<file path="src/pkg/ocd_pkg.sv">
// Summary of operation
// RQ1 VCO ticks feed two independent prescalers dividing by four, five or six.
// RQ2 Prescaler ratio fields sit at bits 4:3 and 6:5 of one register.
// RQ3 Four channels each own an integer divider with smooth ratio switching.
// RQ4 Two-bit select feeds each divider from prescaler a, b or reference.
// RQ5 One bypass bit per channel puts the reference clock straight out.
// RQ6 Output zero carries reference or phase detector clock, with path enable.
// RQ7 Divider ratio is fourteen bits in the low part of source register.
// RQ8 Outputs one and four offer single-ended, low-power HCSL and LVDS-like.
// RQ9 Outputs two and three offer only low-power HCSL and LVDS-like.
// RQ10 Software enables at most one buffer type per output at a time.
// RQ11 Outputs one and four have separate enables for positive, negative pins.
// RQ12 Each single-ended pin of outputs one and four has its own invert.
// RQ13 Output zero buffer has its own enable and a four-bit edge rate.
// RQ14 Single-ended buffers of outputs one and four get four-bit edge rates.
// RQ15 Each differential output has a low-power HCSL enable bit.
// RQ16 Each differential output has an LVDS-like enable bit.
// RQ17 Four-bit bias trim per channel sets LVDS-like swing and common mode.
// RQ18 Common mode raise and lower fields apply only in 2.5/3.3 V mode.
// RQ19 Software matches low supply flags to supply and sets safety mode.
// RQ20 Smooth update never cuts a high pulse; the low pulse stretches.
// RQ21 Software turns off unused clock paths to limit crosstalk.
// RQ22 Smooth update enable sits at bit 9 of each control register a.
// RQ23 Divider gives one output period per programmed count of source ticks.
package ocd_pkg;

   // ****************************************
   // Register map
   // ****************************************
   localparam int NREG = 21;
   localparam int AW   = 7;
   localparam int DW   = 16;
   typedef logic [AW-1:0] ocd_addr_t;
   typedef logic [DW-1:0] ocd_word_t;
   typedef logic [NREG-1:0][DW-1:0] ocd_regs_t;

   localparam int IX_REF_ROUTE = 0;
   localparam int IX_PRESCALE  = 1;
   localparam int IX_CH1_SRC   = 2;
   localparam int IX_CH1_CTLA  = 3;
   localparam int IX_CH1_CTLB  = 4;
   localparam int IX_CH1_TRIM  = 5;
   localparam int IX_CH2_SRC   = 6;
   localparam int IX_CH2_CTLA  = 7;
   localparam int IX_CH2_CTLB  = 8;
   localparam int IX_CH2_TRIM  = 9;
   localparam int IX_CH3_SRC   = 10;
   localparam int IX_CH3_CTLA  = 11;
   localparam int IX_CH3_CTLB  = 12;
   localparam int IX_CH3_TRIM  = 13;
   localparam int IX_CH4_SRC   = 14;
   localparam int IX_CH4_CTLA  = 15;
   localparam int IX_CH4_CTLB  = 16;
   localparam int IX_CH4_TRIM  = 17;
   localparam int IX_CH4_TRIMB = 18;
   localparam int IX_OUTPUT_ZERO_EN   = 19;
   localparam int IX_OUTPUT_ZERO_SLEW = 20;

   localparam ocd_addr_t REG_ADDR [NREG] = '{
      7'h19, 7'h2f, 7'h38, 7'h39, 7'h3b, 7'h3c, 7'h3e, 7'h3f, 7'h41,
      7'h42, 7'h43, 7'h44, 7'h46, 7'h47, 7'h48, 7'h49, 7'h4b, 7'h4c,
      7'h4d, 7'h4e, 7'h4f};
   localparam ocd_word_t REG_RESET = 16'h0000;

   // ****************************************
   // Field positions
   // ****************************************
   localparam int PSA_LSB      = 3;
   localparam int PSB_LSB      = 5;
   localparam int OUTPUT_ZERO_SRC_BIT = 9;
   localparam int OUTPUT_ZERO_PATH_BIT = 10;
   localparam int BYPASS_LSB   = 11;
   localparam int DIV_LSB      = 0;
   localparam int DIV_W        = 14;
   localparam int SRC_LSB      = 14;
   localparam int SMOOTH_BIT   = 9;
   localparam int OUTPUT_ZERO_ON_BIT  = 12;
   localparam int SLEW_LSB     = 0;

   localparam int NCH = 4;
   localparam int IX_SRC  [NCH] = '{IX_CH1_SRC, IX_CH2_SRC, IX_CH3_SRC,
                                    IX_CH4_SRC};
   localparam int IX_CTLA [NCH] = '{IX_CH1_CTLA, IX_CH2_CTLA, IX_CH3_CTLA,
                                    IX_CH4_CTLA};
   localparam int IX_CTLB [NCH] = '{IX_CH1_CTLB, IX_CH2_CTLB, IX_CH3_CTLB,
                                    IX_CH4_CTLB};
   localparam int IX_TRIM [NCH] = '{IX_CH1_TRIM, IX_CH2_TRIM, IX_CH3_TRIM,
                                    IX_CH4_TRIM};
   localparam int IX_CMDN [NCH] = '{IX_CH1_TRIM, IX_CH2_CTLB, IX_CH3_TRIM,
                                    IX_CH4_TRIMB};
   localparam int HCSL_BIT [NCH] = '{14, 13, 13, 13};
   localparam int LVDS_BIT [NCH] = '{15, 11, 11, 15};
   localparam int BIAS_LSB [NCH] = '{12, 0, 0, 6};
   localparam int CMUP_LSB [NCH] = '{10, 4, 4, 4};
   localparam int CMDN_LSB [NCH] = '{4, 13, 9, 0};
   localparam bit CMOS_OK  [NCH] = '{1'b1, 1'b0, 1'b0, 1'b1};
   localparam int PEN_BIT  [NCH] = '{13, 0, 0, 14};
   localparam int NEN_BIT  [NCH] = '{14, 0, 0, 13};
   localparam int PPOL_BIT [NCH] = '{11, 0, 0, 12};
   localparam int NPOL_BIT [NCH] = '{12, 0, 0, 11};

   // ****************************************
   // Encodings
   // ****************************************
   typedef enum logic [1:0] {
      PS_DIV4 = 2'b00,
      PS_DIV5 = 2'b01,
      PS_DIV6 = 2'b10,
      PS_RSVD = 2'b11
   } ocd_ps_ratio_t;
   localparam logic [2:0] PS_CNT4 = 3'h3;
   localparam logic [2:0] PS_CNT5 = 3'h4;
   localparam logic [2:0] PS_CNT6 = 3'h5;

   typedef enum logic [1:0] {
      SRC_PSA  = 2'b00,
      SRC_PSB  = 2'b01,
      SRC_REF  = 2'b10,
      SRC_REF2 = 2'b11
   } ocd_src_t;

   localparam logic [DIV_W-1:0] DIV_MIN = 14'h0002;

   typedef struct packed {
      logic       hcsl_on;
      logic       lvds_on;
      logic       cmos_p_on;
      logic       cmos_n_on;
      logic [3:0] edge_rate;
      logic [3:0] bias_trim;
      logic [1:0] cm_raise;
      logic [1:0] cm_lower;
   } ocd_chan_cfg_t;

endpackage : ocd_pkg

</file>
<file path="src/logic/ocd_prescaler.sv">
module ocd_prescaler
   import ocd_pkg::*;
(
   input  wire logic       i_clk_sys,
   input  wire logic       i_reset,
   input  wire logic       i_vco_tick,
   input  wire logic [1:0] i_ratio,
   output logic            o_tick
);

   typedef struct packed {
      logic [2:0] cnt;
      logic       tick;
   } ocd_ps_state_t;

   ocd_ps_state_t st_ff;
   ocd_ps_state_t nxt_st;
   logic [2:0]    last;

   always_comb begin
      unique case (ocd_ps_ratio_t'(i_ratio))
         PS_DIV4: last = PS_CNT4;
         PS_DIV5: last = PS_CNT5;
         PS_DIV6: last = PS_CNT6;
         PS_RSVD: last = PS_CNT6;
      endcase
      nxt_st      = st_ff;
      nxt_st.tick = 1'b0;
      if (i_vco_tick) begin
         // One tick out per four, five or six VCO periods
         if (st_ff.cnt >= last) begin // RQ1
            nxt_st.cnt  = 3'h0;
            nxt_st.tick = 1'b1;
         end else begin
            nxt_st.cnt = st_ff.cnt + 3'h1;
         end
      end
   end

   always_ff @(posedge i_clk_sys) begin
      if (i_reset) begin
         st_ff <= '0;
      end else begin
         st_ff <= nxt_st;
      end
   end

   assign o_tick = st_ff.tick;

endmodule : ocd_prescaler

</file>
<file path="src/logic/ocd_int_divider.sv">
module ocd_int_divider
   import ocd_pkg::*;
(
   input  wire logic             i_clk_sys,
   input  wire logic             i_reset,
   input  wire logic             i_tick,
   input  wire logic [DIV_W+1:0] i_cfg,
   input  wire logic             i_smooth,
   output logic                  o_clk
);

   typedef struct packed {
      logic [DIV_W-1:0] cnt;
      logic [DIV_W+1:0] cfg;
      logic             clk;
   } ocd_div_state_t;

   ocd_div_state_t   st_ff;
   ocd_div_state_t   nxt_st;
   logic [DIV_W-1:0] eff;
   logic [DIV_W-1:0] nxt_eff;

   always_comb begin
      nxt_st = st_ff;
      eff    = (st_ff.cfg[DIV_W-1:0] < DIV_MIN) ? DIV_MIN
             : st_ff.cfg[DIV_W-1:0];
      if (i_cfg != st_ff.cfg && !i_smooth) begin
         // Abrupt change: restart at once, a low pulse may be cut
         nxt_st.cnt = '0;
         nxt_st.cfg = i_cfg;
      end else if (i_tick) begin
         if (st_ff.cnt >= eff - DIV_MIN / 2) begin // RQ23
            nxt_st.cnt = '0;
            // New setting only at a period boundary, high kept whole
            nxt_st.cfg = i_cfg; // RQ20
         end else begin
            nxt_st.cnt = st_ff.cnt + 1'b1;
         end
      end
      nxt_eff = (nxt_st.cfg[DIV_W-1:0] < DIV_MIN) ? DIV_MIN
              : nxt_st.cfg[DIV_W-1:0];
      // High for the first half of each period
      nxt_st.clk = nxt_st.cnt < (nxt_eff >> 1); // RQ3 RQ23
   end

   always_ff @(posedge i_clk_sys) begin
      if (i_reset) begin
         st_ff <= '0;
      end else begin
         st_ff <= nxt_st;
      end
   end

   assign o_clk = st_ff.clk;

endmodule : ocd_int_divider

</file>
<file path="src/logic/ocd_distribution.sv">
module ocd_distribution
   import ocd_pkg::*;
(
   input  wire logic                    i_clk_sys,
   input  wire logic                    i_reset,
   input  wire logic                    i_vco_tick,
   input  wire logic                    i_ref_clk,
   input  wire logic                    i_pfd_clk,
   input  wire logic [NCH-1:0]          i_low_supply,
   input  wire ocd_addr_t               i_reg_addr,
   input  wire ocd_word_t               i_reg_wdata,
   input  wire logic                    i_reg_wr,
   input  wire logic                    i_reg_rd,
   output ocd_word_t                    o_reg_rdata,
   output logic                         o_reg_rvalid,
   output logic                         o_output_zero,
   output logic                         o_output_zero_on,
   output logic [3:0]                   o_output_zero_edge_rate,
   output logic [NCH-1:0]               o_out_p,
   output logic [NCH-1:0]               o_out_n,
   output ocd_chan_cfg_t [NCH-1:0]      o_chan_cfg
);

   // ****************************************
   // State
   // ****************************************
   typedef struct packed {
      ocd_regs_t                 regs;
      logic                      ref_q;
      ocd_word_t                 rdata;
      logic                      rvalid;
      logic                      output_zero;
      logic                      output_zero_on;
      logic [3:0]                output_zero_rate;
      logic [NCH-1:0]            out_p;
      logic [NCH-1:0]            out_n;
      ocd_chan_cfg_t [NCH-1:0]   cfg;
   } ocd_state_t;

   ocd_state_t     st_ff;
   ocd_state_t     nxt_st;
   logic           psa_tick;
   logic           psb_tick;
   logic           ref_tick;
   logic [NCH-1:0] src_tick;
   logic [NCH-1:0] div_clk;
   logic [NCH-1:0] smooth;

   assign ref_tick = i_ref_clk & ~st_ff.ref_q;

   // ****************************************
   // Prescalers
   // ****************************************
   ocd_prescaler u_prescaler_a (
      .i_clk_sys  (i_clk_sys),
      .i_reset    (i_reset),
      .i_vco_tick (i_vco_tick),
      .i_ratio    (st_ff.regs[IX_PRESCALE][PSA_LSB +: 2]), // RQ2
      .o_tick     (psa_tick)
   );

   ocd_prescaler u_prescaler_b (
      .i_clk_sys  (i_clk_sys),
      .i_reset    (i_reset),
      .i_vco_tick (i_vco_tick),
      .i_ratio    (st_ff.regs[IX_PRESCALE][PSB_LSB +: 2]), // RQ2
      .o_tick     (psb_tick)
   );

   // ****************************************
   // Channel integer dividers
   // ****************************************
   for (genvar g = 0; g < NCH; g++) begin : g_chan
      always_comb begin
         unique case (ocd_src_t'(st_ff.regs[IX_SRC[g]][SRC_LSB +: 2]))
            SRC_PSA:  src_tick[g] = psa_tick; // RQ4
            SRC_PSB:  src_tick[g] = psb_tick;
            SRC_REF:  src_tick[g] = ref_tick;
            SRC_REF2: src_tick[g] = ref_tick;
         endcase
      end

      assign smooth[g] = st_ff.regs[IX_CTLA[g]][SMOOTH_BIT]; // RQ22

      ocd_int_divider u_divider (
         .i_clk_sys (i_clk_sys),
         .i_reset   (i_reset),
         .i_tick    (src_tick[g]),
         .i_cfg     (st_ff.regs[IX_SRC[g]]), // RQ7
         .i_smooth  (smooth[g]),
         .o_clk     (div_clk[g])
      );
   end

   // ****************************************
   // Registers and output stage
   // ****************************************
   always_comb begin
      logic clk;
      logic diff_on;
      logic pol_p;
      logic pol_n;
      clk     = 1'b0;
      diff_on = 1'b0;
      pol_p   = 1'b0;
      pol_n   = 1'b0;
      nxt_st        = st_ff;
      nxt_st.ref_q  = i_ref_clk;
      nxt_st.rvalid = i_reg_rd;
      if (i_reg_rd) begin
         nxt_st.rdata = '0;
      end
      for (int r = 0; r < NREG; r++) begin
         if (i_reg_addr == REG_ADDR[r]) begin
            if (i_reg_wr) begin
               nxt_st.regs[r] = i_reg_wdata;
            end
            if (i_reg_rd) begin
               nxt_st.rdata = st_ff.regs[r];
            end
         end
      end

      // Output zero, a plain copy of reference or phase detector clock
      nxt_st.output_zero_on   = st_ff.regs[IX_OUTPUT_ZERO_EN][OUTPUT_ZERO_ON_BIT]; // RQ13
      nxt_st.output_zero_rate = st_ff.regs[IX_OUTPUT_ZERO_SLEW][SLEW_LSB +: 4]; // RQ13
      nxt_st.output_zero = st_ff.regs[IX_REF_ROUTE][OUTPUT_ZERO_PATH_BIT] // RQ6
                  & st_ff.regs[IX_OUTPUT_ZERO_EN][OUTPUT_ZERO_ON_BIT] // RQ13
                  & (st_ff.regs[IX_REF_ROUTE][OUTPUT_ZERO_SRC_BIT] ? i_ref_clk
                                                           : i_pfd_clk);

      for (int i = 0; i < NCH; i++) begin
         // Bypass skips the divider and its one-cycle lag
         clk = st_ff.regs[IX_REF_ROUTE][BYPASS_LSB + i] ? i_ref_clk // RQ5
             : div_clk[i];
         nxt_st.cfg[i].hcsl_on = st_ff.regs[IX_CTLA[i]][HCSL_BIT[i]]; // RQ15
         nxt_st.cfg[i].lvds_on = st_ff.regs[IX_CTLB[i]][LVDS_BIT[i]]; // RQ16
         nxt_st.cfg[i].bias_trim =
            st_ff.regs[IX_TRIM[i]][BIAS_LSB[i] +: 4]; // RQ17
         // Common mode trims are forced off in 1.8 V mode
         nxt_st.cfg[i].cm_raise = i_low_supply[i] ? 2'h0
            : st_ff.regs[IX_TRIM[i]][CMUP_LSB[i] +: 2]; // RQ18
         nxt_st.cfg[i].cm_lower = i_low_supply[i] ? 2'h0
            : st_ff.regs[IX_CMDN[i]][CMDN_LSB[i] +: 2]; // RQ18
         if (CMOS_OK[i]) begin // RQ8
            nxt_st.cfg[i].cmos_p_on =
               st_ff.regs[IX_CTLB[i]][PEN_BIT[i]]; // RQ11
            nxt_st.cfg[i].cmos_n_on =
               st_ff.regs[IX_CTLB[i]][NEN_BIT[i]]; // RQ11
            nxt_st.cfg[i].edge_rate =
               st_ff.regs[IX_TRIM[i]][SLEW_LSB +: 4]; // RQ14
            pol_p = st_ff.regs[IX_CTLB[i]][PPOL_BIT[i]];
            pol_n = st_ff.regs[IX_CTLB[i]][NPOL_BIT[i]];
         end else begin
            // No single-ended buffer on the inner outputs
            nxt_st.cfg[i].cmos_p_on = 1'b0; // RQ9
            nxt_st.cfg[i].cmos_n_on = 1'b0; // RQ9
            nxt_st.cfg[i].edge_rate = 4'h0;
            pol_p = 1'b0;
            pol_n = 1'b0;
         end
         // Differential wins if software enables several types at once
         diff_on = nxt_st.cfg[i].hcsl_on | nxt_st.cfg[i].lvds_on; // RQ10
         if (diff_on) begin
            nxt_st.out_p[i] = clk;
            nxt_st.out_n[i] = ~clk;
         end else begin
            nxt_st.out_p[i] = nxt_st.cfg[i].cmos_p_on & (clk ^ pol_p); // RQ12
            nxt_st.out_n[i] = nxt_st.cfg[i].cmos_n_on & (clk ^ pol_n); // RQ12
         end
      end
   end

   always_ff @(posedge i_clk_sys) begin
      if (i_reset) begin
         st_ff      <= '0;
         st_ff.regs <= {NREG{REG_RESET}};
      end else begin
         st_ff <= nxt_st;
      end
   end

   assign o_reg_rdata      = st_ff.rdata;
   assign o_reg_rvalid     = st_ff.rvalid;
   assign o_output_zero           = st_ff.output_zero;
   assign o_output_zero_on        = st_ff.output_zero_on;
   assign o_output_zero_edge_rate = st_ff.output_zero_rate;
   assign o_out_p          = st_ff.out_p;
   assign o_out_n          = st_ff.out_n;
   assign o_chan_cfg       = st_ff.cfg;

endmodule : ocd_distribution

</file>
<file path="config.mk">
export PLATFORM = sky130hd
export DESIGN_NAME = ocd_distribution
export DESIGN_NICKNAME = d
export VERILOG_FILES = /design/src/pkg/ocd_pkg.sv /design/src/logic/ocd_prescaler.sv /design/src/logic/ocd_int_divider.sv /design/src/logic/ocd_distribution.sv
export SDC_FILE = /design/constraint.sdc
export NUM_CORES = 2
export LEC_CHECK = 0
export BUFFER_PORTS_ARGS = -buffer_cell sky130_fd_sc_hd__buf_2
export CAP_MARGIN = 20
export CORE_UTILIZATION = 50
export DETAILED_ROUTE_END_ITERATION = 8
export GPL_TIMING_DRIVEN = 0
export PLACE_DENSITY_LB_ADDON = 0.12
export SYNTH_ARGS = -nofsm -noshare
export SYNTH_HDL_FRONTEND = slang
export SYNTH_SLANG_ARGS = --single-unit
</file>
<file path="constraint.sdc">
create_clock -name i_clk_sys -period 7 [get_ports i_clk_sys]
set_clock_uncertainty 0.2 [all_clocks]
set_input_delay 0.7 -clock i_clk_sys [delete_from_list [all_inputs] [get_ports i_clk_sys]]
set_output_delay 0.7 -clock i_clk_sys [all_outputs]
set_load 0.05 [all_outputs]
</file>
==> reports/metrics.yaml <==
die_y_microns: 245
clock_sinks: 552
seq_area_frac_synth_pct: 37.3
grt_usage_pct: 37.8
dp_hpwl_microns: 87600
grt_max_degree: 18
die_area_sq_mm: 0.0602
cpPeakStageDelay_ns: 0.57
cts_root_buffer: "clkbuf_16"
fin_ws_ns: 0.459
antenna_found_initial: 4
cp_slowest_cell: "or4_1"
post-route-period-util_pct: 93.4
outcome: "complete, no violations"
num_io_pins: 129
path_cells: "clkbuf_1 > or4_1 > nor4_2 > nand2_1 > o21ai_0 > ha_1 > and2_1 > nor2b_1 > xnor2_1 > ha_1 > nand4_1 > or4_1 > nand4b_1 > a21o_1 > clkbuf_1 > clkbuf_1 > nor2_1 > ha_1 > nand4_1 > nor3_1 > a2111oi_0 > o31ai_1 > a2111oi_1"
end_kind: "flip-flop"
synth_warnings: 0
route.detailed.drc: 0
criticalPathCategory: "flip-flop to flip-flop"
critPathMaxFanout: 10
total_leakage_power_nw: 13.0
critPathTopFamily: "simple AND/OR/NAND/NOR gates"
routedWlPerCell_microns: 24.4
min_from: "i_reg_wdata[10]"
relSlewSlack_pct: 14.4
synth_edf_count: 0
h-tree-depth: 2
fin_tns_setup_ns: 0
detail-route-antenna-nets: 0
core-area_sq_mm: 0.0581
ir_drop_v: 0.000220
power_density_mw_per_mm2: 209
clk_path_buf_depth: 3
clk_pin_slew_worst_paths_ns: 0.06
place_ws_ns: 0.278
synth_flop_cell: "dfxtp_1"
start_kind: "flip-flop"
cts_setup_buffers: 0
gr-total-overflow: 0
dr.pass1.iters: 5
tightest_slew_ns: 1.28
dr.first_iter.drc_count: 3374
r2r-end: "g_chan[2].u_divider.o_clk"
utilization_pct: 57.7
drive_gt1_share_pct: 9.62
grt_pass1_wl_microns: 170000
mostFrequentLayoutCell: "nand2_1"
die_w_microns: 245
slew_viol_final: 0
rows: 88
hp-class: "input pin to flip-flop"
fin_nets: 4112
finalHoldViolCount: 0
avgViaCountPerCell: 6.05
cp.required_ns: 7.28
crit_buf_inv: 3
r2r_slack_ns: 0.46
fin_crit_ns: 6.54
numCtsBuffers: 61
hold_depth: 3
synth_cell_types: 77
worstPathArrival_ns: 6.82
finalPower_mw: 7.02
start_util_pct: 51.0
clk_latency_ns: 0.68
netlist_area_sq_mm: 0.0296
max_cap_violations: 0
cts_tree: "yes"
ys_ff_latch: 552
hold_end: "st_ff[266]"
vias: 28900
syn_avg_cell_area_sq_um: 7.89
synthArstFlopShare_pct: 0
grt_pass1_vias: 26500
rr_worst_depth: 23
rsz0062_at_grt: "false"
totalWireLength_microns: 117000
port_buffers: 113
area_growth_pct: 13.2
gp_congestion: 1.06
finalSetupViolations: 0
synthCells: 3754
max_freq_ghz: 0.153
r2r_start: "g_chan[2].u_divider.st_ff[9]"
layout_common_cells: "nand2_1, dfxtp_1, a21oi_1, clkbuf_1, nor2_1"
## final cells by class
class                   instances  area, sq um
repair buffers                130          820
fillers                      5549        24600
well taps                     765          957
flip-flops and latches        552        11100
clock buffers                  86         1740
multi-input cells            2812        16700
plain buffers                 375         1820
clock inverters                23          325
diodes                          3         7.51
inverters                      26         97.6
## what timing repair did
action,in CTS,in global routing
setup endpoints to repair,0,3
gates resized for setup,0,6
hold endpoints to repair,0,0
hold buffers,0,0
## worst register-to-register path, cell delays in order (launching register included)
cell       delay [ns]
dfxtp_1          0.29
clkbuf_1         0.19
or4_1            0.57
nor4_2           0.26
nand2_1          0.10
o21ai_0          0.25
ha_1             0.27
and2_1           0.21
nor2b_1          0.17
xnor2_1          0.09
ha_1             0.28
nand4_1          0.14
or4_1            0.55
nand4b_1         0.17
a21o_1           0.13
clkbuf_1         0.36
clkbuf_1         0.40
nor2_1           0.15
ha_1             0.34
nand4_1          0.13
nor3_1           0.08
a2111oi_0        0.45
o31ai_1          0.13
a2111oi_1        0.45
## worst max-delay path by stage
stage | startpoint | end | slack (ns) | cells past startpoint
final | g_chan[2].u_divider.st_ff[9] | g_chan[2].u_divider.o_clk | 0.46 | 23
after global routing | g_chan[2].u_divider.st_ff[9] | g_chan[2].u_divider.o_clk | 0.02 | 23
after CTS | g_chan[2].u_divider.st_ff[9] | g_chan[2].u_divider.o_clk | 0.21 | 23
after detailed placement | g_chan[2].u_divider.st_ff[9] | g_chan[2].u_divider.o_clk | 0.28 | 23
after global placement | g_chan[2].u_divider.st_ff[9] | g_chan[2].u_divider.o_clk | 0.27 | 23
after floorplan | g_chan[1].u_divider.st_ff[9] | g_chan[1].u_divider.o_clk | 1.52 | 23
## power breakdown
group          switching, mW  internal (mW)  leakage (nW)
combinational          0.364          0.121          7.54
sequential            0.0127           3.15          4.45
clock                   1.41           1.95          1.02
total                   1.79           5.22          13.0
## metrics by stage
| step | cell area, sq um | hold WS, ns | std cells |
|---|---|---|---|
| 6_report | 33500 | 0.0995 | 4772 |
| 5_1_grt | 33500 | 0.113 | 4772 |
| 4_1_cts | 33500 | 0.0860 | 4766 |
| 3_5_place_dp | 31400 | 0.246 | 4657 |
| 3_3_place_gp | 31200 | 0.242 | 4643 |
| 2_1_floorplan | 29700 | 0.233 | 3765 |
## cell families after synthesis
group | count (synthesis) | synth area share (%)
compound gates | 877 | 17.9
xor+xnor | 162 | 4.79
fa+ha+maj | 120 | 5.07
buf+inv | 401 | 6.48
flops | 552 | 37.3
mux | 119 | 4.10
other cells | 1 | 0.0127
simple gates | 1522 | 24.4
## Yosys cell counts, types with 8 or more instances
library cell  number  area [sq um]
a211oi_1          35           263
a21o_1            23           173
a21oi_1          445          2230
a221oi_1          22           193
a22oi_1           41           308
a31oi_1           16           100
a41oi_1           12           105
and2_1            35           219
and3_1             8          50.1
and4_1            10          87.6
buf_1             11          41.3
buf_2             17          85.1
buf_4             98           736
clkbuf_1         244           916
dfxtp_1          552         11100
ha_1             120          1500
inv_1             26          97.6
mux2_2            17           191
mux2i_1          101          1010
nand2_1          709          2660
nand2b_1         121           757
nand3_1           88           440
nand4_1           29           181
nor2_1           156           586
nor2b_1           81           507
nor3_1           149           746
nor3b_1           12          90.1
nor4_1            58           363
o21a_1            59           443
o21ai_0           98           490
o221ai_1          19           166
o22ai_1           43           269
o31a_1            14           123
or3b_1            14           123
or4_1             12          90.1
xnor2_1           60           526
xor2_1           102           893
## state kept, by name (all words and copies together), names as in the netlist, 16 cells and up, named ones only
| signal | count |
|---|---|
| g_chan.u_divider.st_ff | 116 |
| nxt_st | 41 |
| o_chan_cfg | 52 |
| o_reg_rdata | 16 |
| st_ff | 292 |
## per-layer routing
layer  global-route usage (%)  wire, microns
met4                     23.9           8450
met5                        0             18
met3                     6.74          10900
met2                     56.3          49200
met1                     50.2          48000
Note: power is estimated with default switching activity, not from simulation.
